### src/shared/iss_pkg.sv
package iss_pkg;

    // command opcodes delivered by the bus command parser
    typedef enum logic [4:0] {
        OP_NONE = 5'h00,
        OP_OPC = 5'h01,
        OP_OPC_Q = 5'h02,
        OP_RST = 5'h03,
        OP_TST_Q = 5'h04,
        OP_SRE = 5'h05,
        OP_SRE_Q = 5'h06,
        OP_ESE = 5'h07,
        OP_ESE_Q = 5'h08,
        OP_ESR_Q = 5'h09,
        OP_STB_Q = 5'h0a,
        OP_COND_Q = 5'h0b,
        OP_PTR = 5'h0c,
        OP_PTR_Q = 5'h0d,
        OP_NTR = 5'h0e,
        OP_NTR_Q = 5'h0f,
        OP_EVENT_Q = 5'h10,
        OP_OPER_EN = 5'h11,
        OP_OPER_EN_Q = 5'h12,
        OP_ERR_Q = 5'h13,
        OP_ERR_MODE = 5'h14,
        OP_KEY = 5'h15,
        OP_KEY_Q = 5'h16,
        OP_FMT = 5'h17,
        OP_FMT_Q = 5'h18,
        OP_TRG = 5'h19,
        OP_GET = 5'h1a,
        OP_TRIG_SRC = 5'h1b,
        OP_TRIG_SRC_Q = 5'h1c,
        OP_WAI = 5'h1d
    } iss_op_t;

    // sequencer states, gray along idle -> wait -> idle except idle -> tst wait -> idle (00 -> 11 -> 00)
    typedef enum logic [1:0] {
        ST_IDLE = 2'b00,
        ST_OPC_WAIT = 2'b01,
        ST_TST_WAIT = 2'b11,
        ST_WAI_WAIT = 2'b10
    } iss_state_t;

    typedef struct packed {
        logic valid;
        iss_op_t op;
        logic [7:0] arg;
    } iss_cmd_t;

    typedef struct packed {
        logic valid;
        logic text;
        logic [7:0] data;
    } iss_resp_t;

    // status byte bit positions
    localparam int STB_MAV = 4;
    localparam int STB_ESB = 5;
    localparam int STB_MSS = 6;
    localparam int STB_OSB = 7;
    // standard event register operation-complete bit
    localparam int ESR_OPC = 0;
    // first valid key code, and the key code that presets
    localparam logic [7:0] KEY_FIRST = 8'h01;
    localparam logic [7:0] KEY_PRESET = 8'h14;
    // reset values, then the fixed answers one and zero
    localparam logic [7:0] MASK_RST = 8'h00;
    localparam logic [7:0] PTR_RST = 8'hff;
    localparam logic [7:0] NTR_RST = 8'h00;
    localparam logic [7:0] KEY_RST = 8'h00;
    localparam logic ERR_TEXT_RST = 1'b1;
    localparam logic FMT_FP64_RST = 1'b0;
    localparam logic TRIG_BUS_RST = 1'b0;
    localparam logic [7:0] ANS_ONE = 8'h01;
    localparam logic [7:0] ANS_ZERO = 8'h00;

endpackage

### src/hdl/iss_status_trigger.sv
// Operation
// - opc command sets esr opc bit once nothing is pending
// - opc query answers 1 only after pending work finishes
// - enabled opc bit can raise a service request
// - reset command presets panel state, keeps status and results
// - self-test query runs test, answers 0 pass, 1 fail
// - status byte: bit4 message, bit5 esr summary, bit7 operation summary
// - service request mask is stored and read back
// - standard event mask is stored as 8 bits, read 0..255
// - esr query returns contents and clears the register
// - status byte query returns byte with master summary in bit 6
// - summary bits clear only through their underlying structure
// - operation events latch on filtered rising or falling conditions
// - condition and event queries return present register values
// - operation enable mask selects events into status bit 7
// - transition filter queries return stored masks
// - error query returns code, numeric or text, text by default
// - key command simulates keys 1..20, query gives last key
// - result format is ascii text or 64-bit float
// - trigger or group trigger starts measurement only in bus mode
// - free-run starts back to back, bus mode waits for trigger
// - wait command holds off further commands until work finishes
`timescale 1ns/1ps
module iss_status_trigger
    import iss_pkg::*;
#(
    parameter int KEY_LAST = 20,
    parameter int OPER_W = 8
) (
    input wire logic mclk,
    input wire logic rst,
    input wire logic ce,
    input wire iss_cmd_t cmd,
    input wire logic pending,
    input wire logic meas_busy,
    input wire logic msg_avail,
    input wire logic [OPER_W-1:0] oper_cond,
    input wire logic [7:1] esr_evt,
    input wire logic err_evt,
    input wire logic [7:0] err_code,
    input wire logic test_done,
    input wire logic test_fail,
    output logic cmd_ready,
    output iss_resp_t resp,
    output logic srq,
    output logic meas_start,
    output logic test_start,
    output logic preset,
    output logic key_valid,
    output logic [7:0] key_code,
    output logic fmt_fp64,
    output logic trig_bus,
    output logic err_text
);

    // the logic is written for an 8-bit operation structure and 8-bit keycodes,
    // so other widths are refused while the design is elaborated
    if (OPER_W != 8 || KEY_LAST < 1 || KEY_LAST > 255) begin : g_param_check
        $error("iss_status_trigger: unsupported parameter values");
    end

    localparam logic [7:0] KEY_LAST_C = 8'(KEY_LAST);

    iss_state_t state, next_state;
    logic next_cmd_ready;
    iss_resp_t next_resp;
    logic next_meas_start, next_test_start, next_preset, next_key_valid;
    logic [7:0] next_key_code;
    logic next_fmt_fp64, next_trig_bus, next_err_text;

    logic [7:0] esr, next_esr;
    logic [7:0] ese, next_ese;
    logic [7:0] sre, next_sre;
    logic [7:0] ptr, next_ptr;
    logic [7:0] ntr, next_ntr;
    logic [7:0] oper_en, next_oper_en;
    logic [7:0] oper_ev, next_oper_ev;
    logic [7:0] cond_q, next_cond_q;
    logic [7:0] err_reg, next_err_reg;
    logic opc_armed, next_opc_armed;
    logic next_srq;
    logic meas_armed, next_meas_armed;

    logic take;
    logic [7:0] stb_bits;
    logic mss;
    logic esr_clr, ev_clr, err_clr;

    // a command is taken only while the sequencer is idle
    assign take = cmd.valid && cmd_ready;

    // summary byte built from the live structures; mss computed apart
    always_comb begin
        stb_bits = 8'h00;
        stb_bits[STB_MAV] = msg_avail;
        stb_bits[STB_ESB] = |(esr & ese);
        stb_bits[STB_OSB] = |(oper_ev & oper_en);
        // master summary, bit 6 of the mask never counts
        mss = |(stb_bits & sre & ~(8'h01 << STB_MSS));
    end

    // command sequencer and control settings
    always_comb begin
        next_state = state;
        next_resp = '0;
        next_meas_start = 1'b0;
        next_test_start = 1'b0;
        next_preset = 1'b0;
        next_key_valid = 1'b0;
        next_key_code = key_code;
        next_fmt_fp64 = fmt_fp64;
        next_trig_bus = trig_bus;
        next_err_text = err_text;
        next_meas_armed = meas_armed;
        esr_clr = 1'b0;
        ev_clr = 1'b0;
        err_clr = 1'b0;
        case (state)
            ST_IDLE: begin
                if (take) begin
                    next_resp.valid = 1'b1;
                    case (cmd.op)
                        OP_OPC_Q: begin
                            // answer held back while work is pending
                            next_resp.valid = 1'b0;
                            next_state = ST_OPC_WAIT;
                        end
                        OP_TST_Q: begin
                            next_resp.valid = 1'b0;
                            next_test_start = 1'b1;
                            next_state = ST_TST_WAIT;
                        end
                        OP_WAI: begin
                            next_resp.valid = 1'b0;
                            next_state = ST_WAI_WAIT;
                        end
                        OP_RST: begin
                            next_resp.valid = 1'b0;
                            next_preset = 1'b1;
                            next_trig_bus = TRIG_BUS_RST;
                        end
                        OP_SRE_Q: next_resp.data = sre;
                        OP_ESE_Q: next_resp.data = ese;
                        OP_ESR_Q: begin
                            next_resp.data = esr;
                            esr_clr = 1'b1;
                        end
                        OP_STB_Q: begin
                            next_resp.data = stb_bits | (8'(mss) << STB_MSS);
                        end
                        OP_COND_Q: next_resp.data = cond_q;
                        OP_EVENT_Q: begin
                            // present event value, then cleared by the read
                            next_resp.data = oper_ev;
                            ev_clr = 1'b1;
                        end
                        OP_PTR_Q: next_resp.data = ptr;
                        OP_NTR_Q: next_resp.data = ntr;
                        OP_OPER_EN_Q: next_resp.data = oper_en;
                        OP_ERR_Q: begin
                            // code plus form flag for the formatter
                            next_resp.data = err_reg;
                            next_resp.text = err_text;
                            err_clr = 1'b1;
                        end
                        OP_ERR_MODE: begin
                            next_resp.valid = 1'b0;
                            next_err_text = cmd.arg[0];
                        end
                        OP_KEY: begin
                            next_resp.valid = 1'b0;
                            // only codes 1..20 count as presses
                            if (cmd.arg >= KEY_FIRST && cmd.arg <= KEY_LAST_C) begin
                                next_key_valid = 1'b1;
                                next_key_code = cmd.arg;
                                if (cmd.arg == KEY_PRESET) begin
                                    next_preset = 1'b1;
                                    next_trig_bus = TRIG_BUS_RST;
                                end
                            end
                        end
                        OP_KEY_Q: next_resp.data = key_code;
                        OP_FMT: begin
                            // one bit: ascii or 64-bit float
                            next_resp.valid = 1'b0;
                            next_fmt_fp64 = cmd.arg[0];
                        end
                        OP_FMT_Q: next_resp.data = {7'h00, fmt_fp64};
                        OP_TRG, OP_GET: begin
                            next_resp.valid = 1'b0;
                            if (trig_bus) begin
                                next_meas_armed = 1'b1;
                            end
                        end
                        OP_TRIG_SRC: begin
                            next_resp.valid = 1'b0;
                            next_trig_bus = cmd.arg[0];
                            next_meas_armed = 1'b0;
                        end
                        OP_TRIG_SRC_Q: next_resp.data = {7'h00, trig_bus};
                        default: next_resp.valid = 1'b0;
                    endcase
                end
            end
            ST_OPC_WAIT: begin
                // fixed answer of 1 once idle
                if (!pending) begin
                    next_resp.valid = 1'b1;
                    next_resp.data = ANS_ONE;
                    next_state = ST_IDLE;
                end
            end
            ST_TST_WAIT: begin
                if (test_done) begin
                    next_resp.valid = 1'b1;
                    next_resp.data = test_fail ? ANS_ONE : ANS_ZERO;
                    next_state = ST_IDLE;
                end
            end
            ST_WAI_WAIT: begin
                if (!pending) begin
                    next_state = ST_IDLE;
                end
            end
            default: next_state = ST_IDLE;
        endcase
        // start pulse: armed trigger in bus mode, any idle slot in free-run
        // the start is suppressed while the previous pulse is in flight
        if (!meas_busy && !meas_start && (!next_trig_bus || meas_armed)) begin
            next_meas_start = 1'b1;
            if (next_trig_bus) begin
                next_meas_armed = 1'b0;
            end
        end
        // ready drops the cycle after a stalling command is taken
        next_cmd_ready = (next_state == ST_IDLE);
    end

    always_ff @(posedge mclk) begin
        if (rst) begin
            state <= ST_IDLE;
            cmd_ready <= 1'b0;
            resp <= '0;
            meas_start <= 1'b0;
            test_start <= 1'b0;
            preset <= 1'b0;
            key_valid <= 1'b0;
            key_code <= KEY_RST;
            fmt_fp64 <= FMT_FP64_RST;
            trig_bus <= TRIG_BUS_RST;
            err_text <= ERR_TEXT_RST;
            meas_armed <= 1'b0;
        end else if (ce) begin
            state <= next_state;
            cmd_ready <= next_cmd_ready;
            resp <= next_resp;
            meas_start <= next_meas_start;
            test_start <= next_test_start;
            preset <= next_preset;
            key_valid <= next_key_valid;
            key_code <= next_key_code;
            fmt_fp64 <= next_fmt_fp64;
            trig_bus <= next_trig_bus;
            err_text <= next_err_text;
            meas_armed <= next_meas_armed;
        end
    end

    // status structures; a new event always wins over a read-clear
    always_comb begin
        next_ese = ese;
        next_sre = sre;
        next_ptr = ptr;
        next_ntr = ntr;
        next_oper_en = oper_en;
        next_opc_armed = opc_armed;
        next_cond_q = oper_cond;
        next_err_reg = err_clr ? 8'h00 : err_reg;
        if (err_evt) begin
            next_err_reg = err_code;
        end
        if (take) begin
            case (cmd.op)
                OP_SRE: next_sre = cmd.arg;
                OP_ESE: next_ese = cmd.arg;
                OP_PTR: next_ptr = cmd.arg;
                OP_NTR: next_ntr = cmd.arg;
                OP_OPER_EN: next_oper_en = cmd.arg;
                OP_OPC: next_opc_armed = 1'b1;
                default: next_opc_armed = opc_armed;
            endcase
        end
        // clear on read, summaries follow the register
        next_esr = esr_clr ? 8'h00 : esr;
        next_esr[7:1] = next_esr[7:1] | esr_evt;
        // opc bit set once nothing is pending
        // with ese bit 0 and sre bit 5 set this reaches srq
        if (opc_armed && !pending) begin
            next_esr[ESR_OPC] = 1'b1;
            next_opc_armed = 1'b0;
        end
        // filtered edge capture into the event register
        next_oper_ev = ev_clr ? 8'h00 : oper_ev;
        next_oper_ev = next_oper_ev | (ptr & oper_cond & ~cond_q)
            | (ntr & ~oper_cond & cond_q);
        next_srq = mss;
    end

    always_ff @(posedge mclk) begin
        if (rst) begin
            esr <= MASK_RST;
            ese <= MASK_RST;
            sre <= MASK_RST;
            ptr <= PTR_RST;
            ntr <= NTR_RST;
            oper_en <= MASK_RST;
            oper_ev <= MASK_RST;
            cond_q <= MASK_RST;
            err_reg <= MASK_RST;
            opc_armed <= 1'b0;
            srq <= 1'b0;
        end else if (ce) begin
            esr <= next_esr;
            ese <= next_ese;
            sre <= next_sre;
            ptr <= next_ptr;
            ntr <= next_ntr;
            oper_en <= next_oper_en;
            oper_ev <= next_oper_ev;
            cond_q <= next_cond_q;
            err_reg <= next_err_reg;
            opc_armed <= next_opc_armed;
            srq <= next_srq;
        end
    end

endmodule

### config.mk
export PLATFORM = sky130hd
export DESIGN_NAME = iss_status_trigger
export DESIGN_NICKNAME = d
export VERILOG_FILES = /design/src/shared/iss_pkg.sv /design/src/hdl/iss_status_trigger.sv
export SDC_FILE = /design/constraint.sdc
export NUM_CORES = 1
export LEC_CHECK = 0
export BUFFER_PORTS_ARGS = -buffer_cell sky130_fd_sc_hd__buf_2
export CORE_ASPECT_RATIO = 1.25
export CORE_MARGIN = 5
export CORE_UTILIZATION = 55
export DETAILED_ROUTE_END_ITERATION = 12
export GPL_TIMING_DRIVEN = 0
export PLACE_DENSITY = 0.74
export RECOVER_POWER = 25
export SYNTH_ARGS = -nofsm -noshare
export SYNTH_HDL_FRONTEND = slang
export SYNTH_SLANG_ARGS = --single-unit
### constraint.sdc
create_clock -name mclk -period 7.3 [get_ports mclk]
set_input_delay 0 -clock mclk [delete_from_list [all_inputs] [get_ports mclk]]
set_output_delay 0 -clock mclk [all_outputs]
set_load 0.1 [all_outputs]
; ---- After elaboration in Yosys (flattened, before gate mapping)
; Cells that the tools add are included.
[op_classes]
order_cmp = 2
eq_ne = 33
n_mux = 58
bitwise = 13
reduce_logical = 33
[op_table]
columns = op, count
row1 = one-hot mux 8 bit (13 select lines), 1
row2 = "equality test 5 bit, second input constant", 14
row3 = bitwise AND 8 bit, 7
row4 = 2-to-1 mux 1 bit, 42
row5 = "equality test 5 x 4 -> 1 bit, second input constant", 8
row6 = 2-to-1 mux 8 bit, 4
row7 = one-hot mux 8 bit (3 select lines), 1
row8 = "equality test 5 x 3 -> 1 bit, second input constant", 4
row9 = AND reduction 3 bit, 6
row10 = inverter 8 bit, 2
row11 = bitwise OR 8 bit, 2
row12 = OR reduction 8 bit, 2
row13 = OR reduction 13 bit, 1
row14 = one-hot mux 2 bit (3 select lines), 2
row15 = "equality test 5 x 2 -> 1 bit, second input constant", 2
row16 = 2-to-1 mux 10 bit, 1
row17 = "equality test 8 x 5 -> 1 bit, second input constant", 1
row18 = ">= comparator 8 x 1 -> 1 bit, second input constant", 1
row19 = "<= comparator 8 x 5 -> 1 bit, second input constant", 1
row20 = bitwise OR 8 x 7 -> 8 bit, 1
row21 = AND reduction 4 bit, 2
row22 = nonzero test 2 bit, 4
row23 = bitwise OR 7 bit, 1
row24 = OR reduction 7 bit, 1
row25 = other kinds (13), 28
[word_totals]
inputBits = 46
regBits = 103
wordCells = 165

; ---- Depth between registers and ports, before layout
[logic_depth]
depth_word = 10
ltp_mapped = 8
ltp_nobuf = 7

; ---- Worst setup path after synthesis
; No wires, ideal clock.
[synth_path]
kind = register to register
start = reg cmd_ready
end = reg key_code[5]
slack_ns = 4.450
t_required_ns = 7.182
period_less_slack_ns = 2.850
setup_ns = 0.118
arrival_ns = 2.732
stages_incl_launch_ff = 7
path_cell_list = dfxtp_1 nand3_2 or4_4 or4b_1 buf_4 nor2b_4 and2_1
[synth_between]
elab_chain_len = 2
[synth_rtl]
columns = element, line_no
row1 = "start, declared", iss_status_trigger.sv:43  ; output logic cmd_ready,
row2 = "start signal, assigned", iss_status_trigger.sv:255  ; cmd_ready <= next_cmd_ready;
row3 = logical AND 1 bit, iss_status_trigger.sv:90  ; assign take = cmd.valid && cmd_ready;
row4 = AND reduction 5 bit (no line), --
row5 = "end signal, assigned", iss_status_trigger.sv:261  ; key_code <= next_key_code;
row6 = "end, declared", iss_status_trigger.sv:50  ; output logic [7:0] key_code,
; No other way between the ends.
; A chain may end at the register's enable or synchronous reset.

; ---- Worst setup path after layout
[layout_path]
start = reg state[1]
end = reg key_code[7]
[layout_between]
elab_chain_len = 2
[layout_rtl]
columns = element, line_no
row1 = "start, declared", iss_status_trigger.sv:64  ; iss_state_t state, next_state;
row2 = "start signal, assigned", iss_status_trigger.sv:254  ; state <= next_state;
row3 = logical NOT 2 bit, iss_status_trigger.sv:118  ; case (state)
row4 = AND reduction 5 bit (no line), --
; No other way between the ends.

==> metrics.md <==
| Metric | Value |
|---|---|
| Gate Count Post-Synth | `between 500 and 600` |
| DRC | `0` |
| Die Y | `~120 um` |
| Most common cell after layout, fill and taps aside | `dfxtp_1` |
| Max Cap Viol | `0` |
| Initial antenna violation count | `0` |
| Top_reg_cell synth | `dfxtp_1` |
| Worst-path cell chain | `inv_1 > ha_1 > nand3_1 > or4_4 > or4b_1 > buf_4 > nor2b_4 > and2_1` |
| TritonCTS clock tree | `done` |
| Minimum clock period | `2.73 ns` |
| Crit path required time | `7.58 ns` |
| Final hold viol count | `0` |
| Critical path startpoint category | `flop` |
| Status | `complete, no violations` |
| Clock Sinks | `slightly above 100` |
| First-pass GRT wire length | `~28,000 um` |
| CP max stage cell | `or4_4` |
| # fillers | `788` |
| CTS root buf | `clkbuf_8` |
| Reg-to-reg endpoint | `key_code[7]` |
| Number of synthesized flops with an enable pin | `0` |
| Final Max Tran Viols | `0` |
| WHS Path Cells | `3` |
| CTS clk-pin slew, worst paths | `about 0.10 ns` |
| Htree depth | `3` |
| Crit end category | `flop` |
| Worst Path Buf+Inv | `2` |
| Final setup viols | `0` |
| Congestion Overflow GR | `0` |
| Worst path max stage delay | `0.60 ns` |
| Synth-to-layout area growth | `19.1%` |
| Avg Vias per Cell | `approximately 6.3` |
| Row count | `38` |
| PostCTS Resize Cnt | `0` |
| Syn_nets | `630` |
| Worst Path Arrival | `between 3 and 4 ns` |
| Max frequency | `~370 MHz` |
| DR vias | `5,112` |
| Largest net degree at the start of global routing | `17` |
| Synth cell types | `62` |
| Share of cells above drive strength 1 | `10.8%` |
| Synthesized area per cell | `about 8.6 um2` |
| ANT nets after route | `0` |
| Core area | `between 8000 and 9000 um2` |
| Largest register by flop count | `resp` |
| Final net count | `737` |
| DRT Pass-1 Iters | `7` |
| Hold Slack | `0.0348 ns` |
| Starting Density | `between 50% and 60%` |
| Global Route Usage Sum | `about a third` |
| R2R cell count | `8` |
| Final wirelength | `~18,000 um` |
| Most frequent cells in the layout | `dfxtp_1 (103), nor2_1 (93), clkbuf_1 (56)` |
| Synth warn | `0` |
| Clock Path Buffers | `2` |
| Setup TNS | `0 ns` |
| Later-pin clock latency in the skew report | `approximately 0.38 ns` |
| Final period util | `between 30 and 40%` |
| Max-slew headroom | `roughly 8.3%` |
| CP top delay family | `simple AND/OR/NAND/NOR gates` |
| R2r setup slk | `between 4 and 5 ns` |
| Register area share after synthesis | `about 41%` |
| Pwr Density | `~190 nW/um2` |
| Largest register FFs | `10` |
| Die W | `around 95 um` |
| Initial DRC count | `406` |
| Hold Path Class | `in2reg` |
| Gpl congestion | `between 0.9 and 1` |
| Worst Path Max Fanout | `7` |
| Die area | `between 10,000 and 15,000 um2` |
| Worst-Margin Slew | `1.36 ns` |
| Synth async-reset ratio | `0%` |
| Reg2reg start | `state[1]` |
| Total CTS buffers | `9` |
| Final HPWL DP | `between 10,000 and 15,000 um` |
| Buffer count from post-CTS setup fixing | `0` |
| Min-delay src | `cmd[3]` |
| Mapped Area | `~5000 um2` |
| RSZ-0062 raised after global routing | `false` |
| Vias in the first global route | `between 5k and 6k` |
| Number of hold buffers added after CTS | `30` |
| Flops & latches, synth | `roughly 100` |
| Ant diodes | `0` |
| Clock Skew | `about 0.0067 ns` |
| Peak VDD IR | `~130 uV` |
| Port bufs | `66` |
| Boundary Pins | `73` |
| WHS Endpoint | `ptr[3]` |
| DR WL/cell | `~22 um` |
| Pleak | `approximately 2.2 nW` |
| Crit Path Category | `reg2reg` |
==> tightest hold or removal path: stages <==
cell	delay (ns)
clkbuf_1	0.19
nand2_1	0.11
nand3b_1	0.06
==> cell usage after synthesis (all sizes together), types with 3 or more instances <==
library cell  number  area share (%)
nor2              96             7.4
o21ai             17             1.7
o21a               3            0.45
inv                9            0.68
dfxtp            103              41
a22oi             50             7.5
nand2b             8             1.0
or3b               3            0.53
and2               5            0.63
clkbuf            27             2.0
a32oi              5            0.88
buf               10             1.0
a22o               4            0.70
nor3b              3            0.45
nor2b              5            0.78
mux2               3            0.68
nor3              20             2.1
a21oi             15             1.5
nand2             49             3.7
a31oi              5            0.63
or3                6            0.75
nand3b            16             2.4
nor4               4            0.63
nand4              5            0.63
nand3             12             1.3
a211oi             4            0.60
a222oi             3            0.60
ha                 4             1.0
mux2i             52              10
==> metrics by stage <==
stage	area (um2)	power, W	cells	worst slack, ns	utilization, %
floorplan	4990	0.000677	580	4.45	-
global placement	5470	0.000725	766	4.78	62.2
detailed placement	5470	0.000728	766	4.73	62.2
CTS	5980	0.00111	812	4.72	68.0
global route	5940	0.00115	812	4.46	67.6
finish	5940	0.00111	812	4.57	67.6
==> power breakdown <==
part / switching (W) / internal (W) / leakage [nW]
Clock: 0.000202 / 0.000179 / 0.107
Combinational: 0.0000915 / 0.0000506 / 1.21
Sequential: 0.0000139 / 0.000574 / 0.837
==> routing by layer <==
metal  vias to the layer above  share of wire (%)  global-route usage [%]
met5                         -                  0                       0
met4                         0                5.6                    21.5
met3                        78                7.5                    7.99
met2                       276                 48                    56.1
met1                      2424                 39                    37.9
li1                       2334                  -                       -
==> worst max path at each step <==
stage | startpoint | end | slack, ns | cells after the start
detailed placement | state[0] | key_code[7] | 4.73 | 8
finish | state[1] | key_code[7] | 4.57 | 8
global route | state[0] | key_code[7] | 4.46 | 8
CTS | state[0] | key_code[7] | 4.72 | 8
global placement | state[0] | key_code[7] | 4.78 | 8
floorplan | cmd_ready | key_code[5] | 4.45 | 6
==> layout make-up <==
| cell class | count | area, um2 | area share [%] |
|---|---|---|---|
| Buffer | 37 | 148 | 2.48 |
| Clock buffer | 12 | 155 | 2.61 |
| Clock inverter | 4 | 52.6 | 0.884 |
| Inverter | 9 | 33.8 | 0.569 |
| Multi-Input combinational cell | 431 | 2740 | 46.2 |
| Sequential cell | 103 | 2060 | 34.7 |
| Tap cell | 120 | 150 | 2.53 |
| Timing Repair Buffer | 96 | 597 | 10.0 |
==> cell families (layout without fill, tap and decap cells) <==
| family | count (synthesis) | count (layout) | synth area share (%) |
|---|---|---|---|
| adders and majority gates | 4 | 4 | 1.00 |
| muxes | 55 | 55 | 11.1 |
| and+or+nand+nor | 240 | 240 | 23.7 |
| buffers and inverters | 46 | 158 | 3.71 |
| AOI/OAI and AO/OA | 132 | 132 | 19.2 |
| DFF | 103 | 103 | 41.3 |
Power figures use the tool's default switching activity.
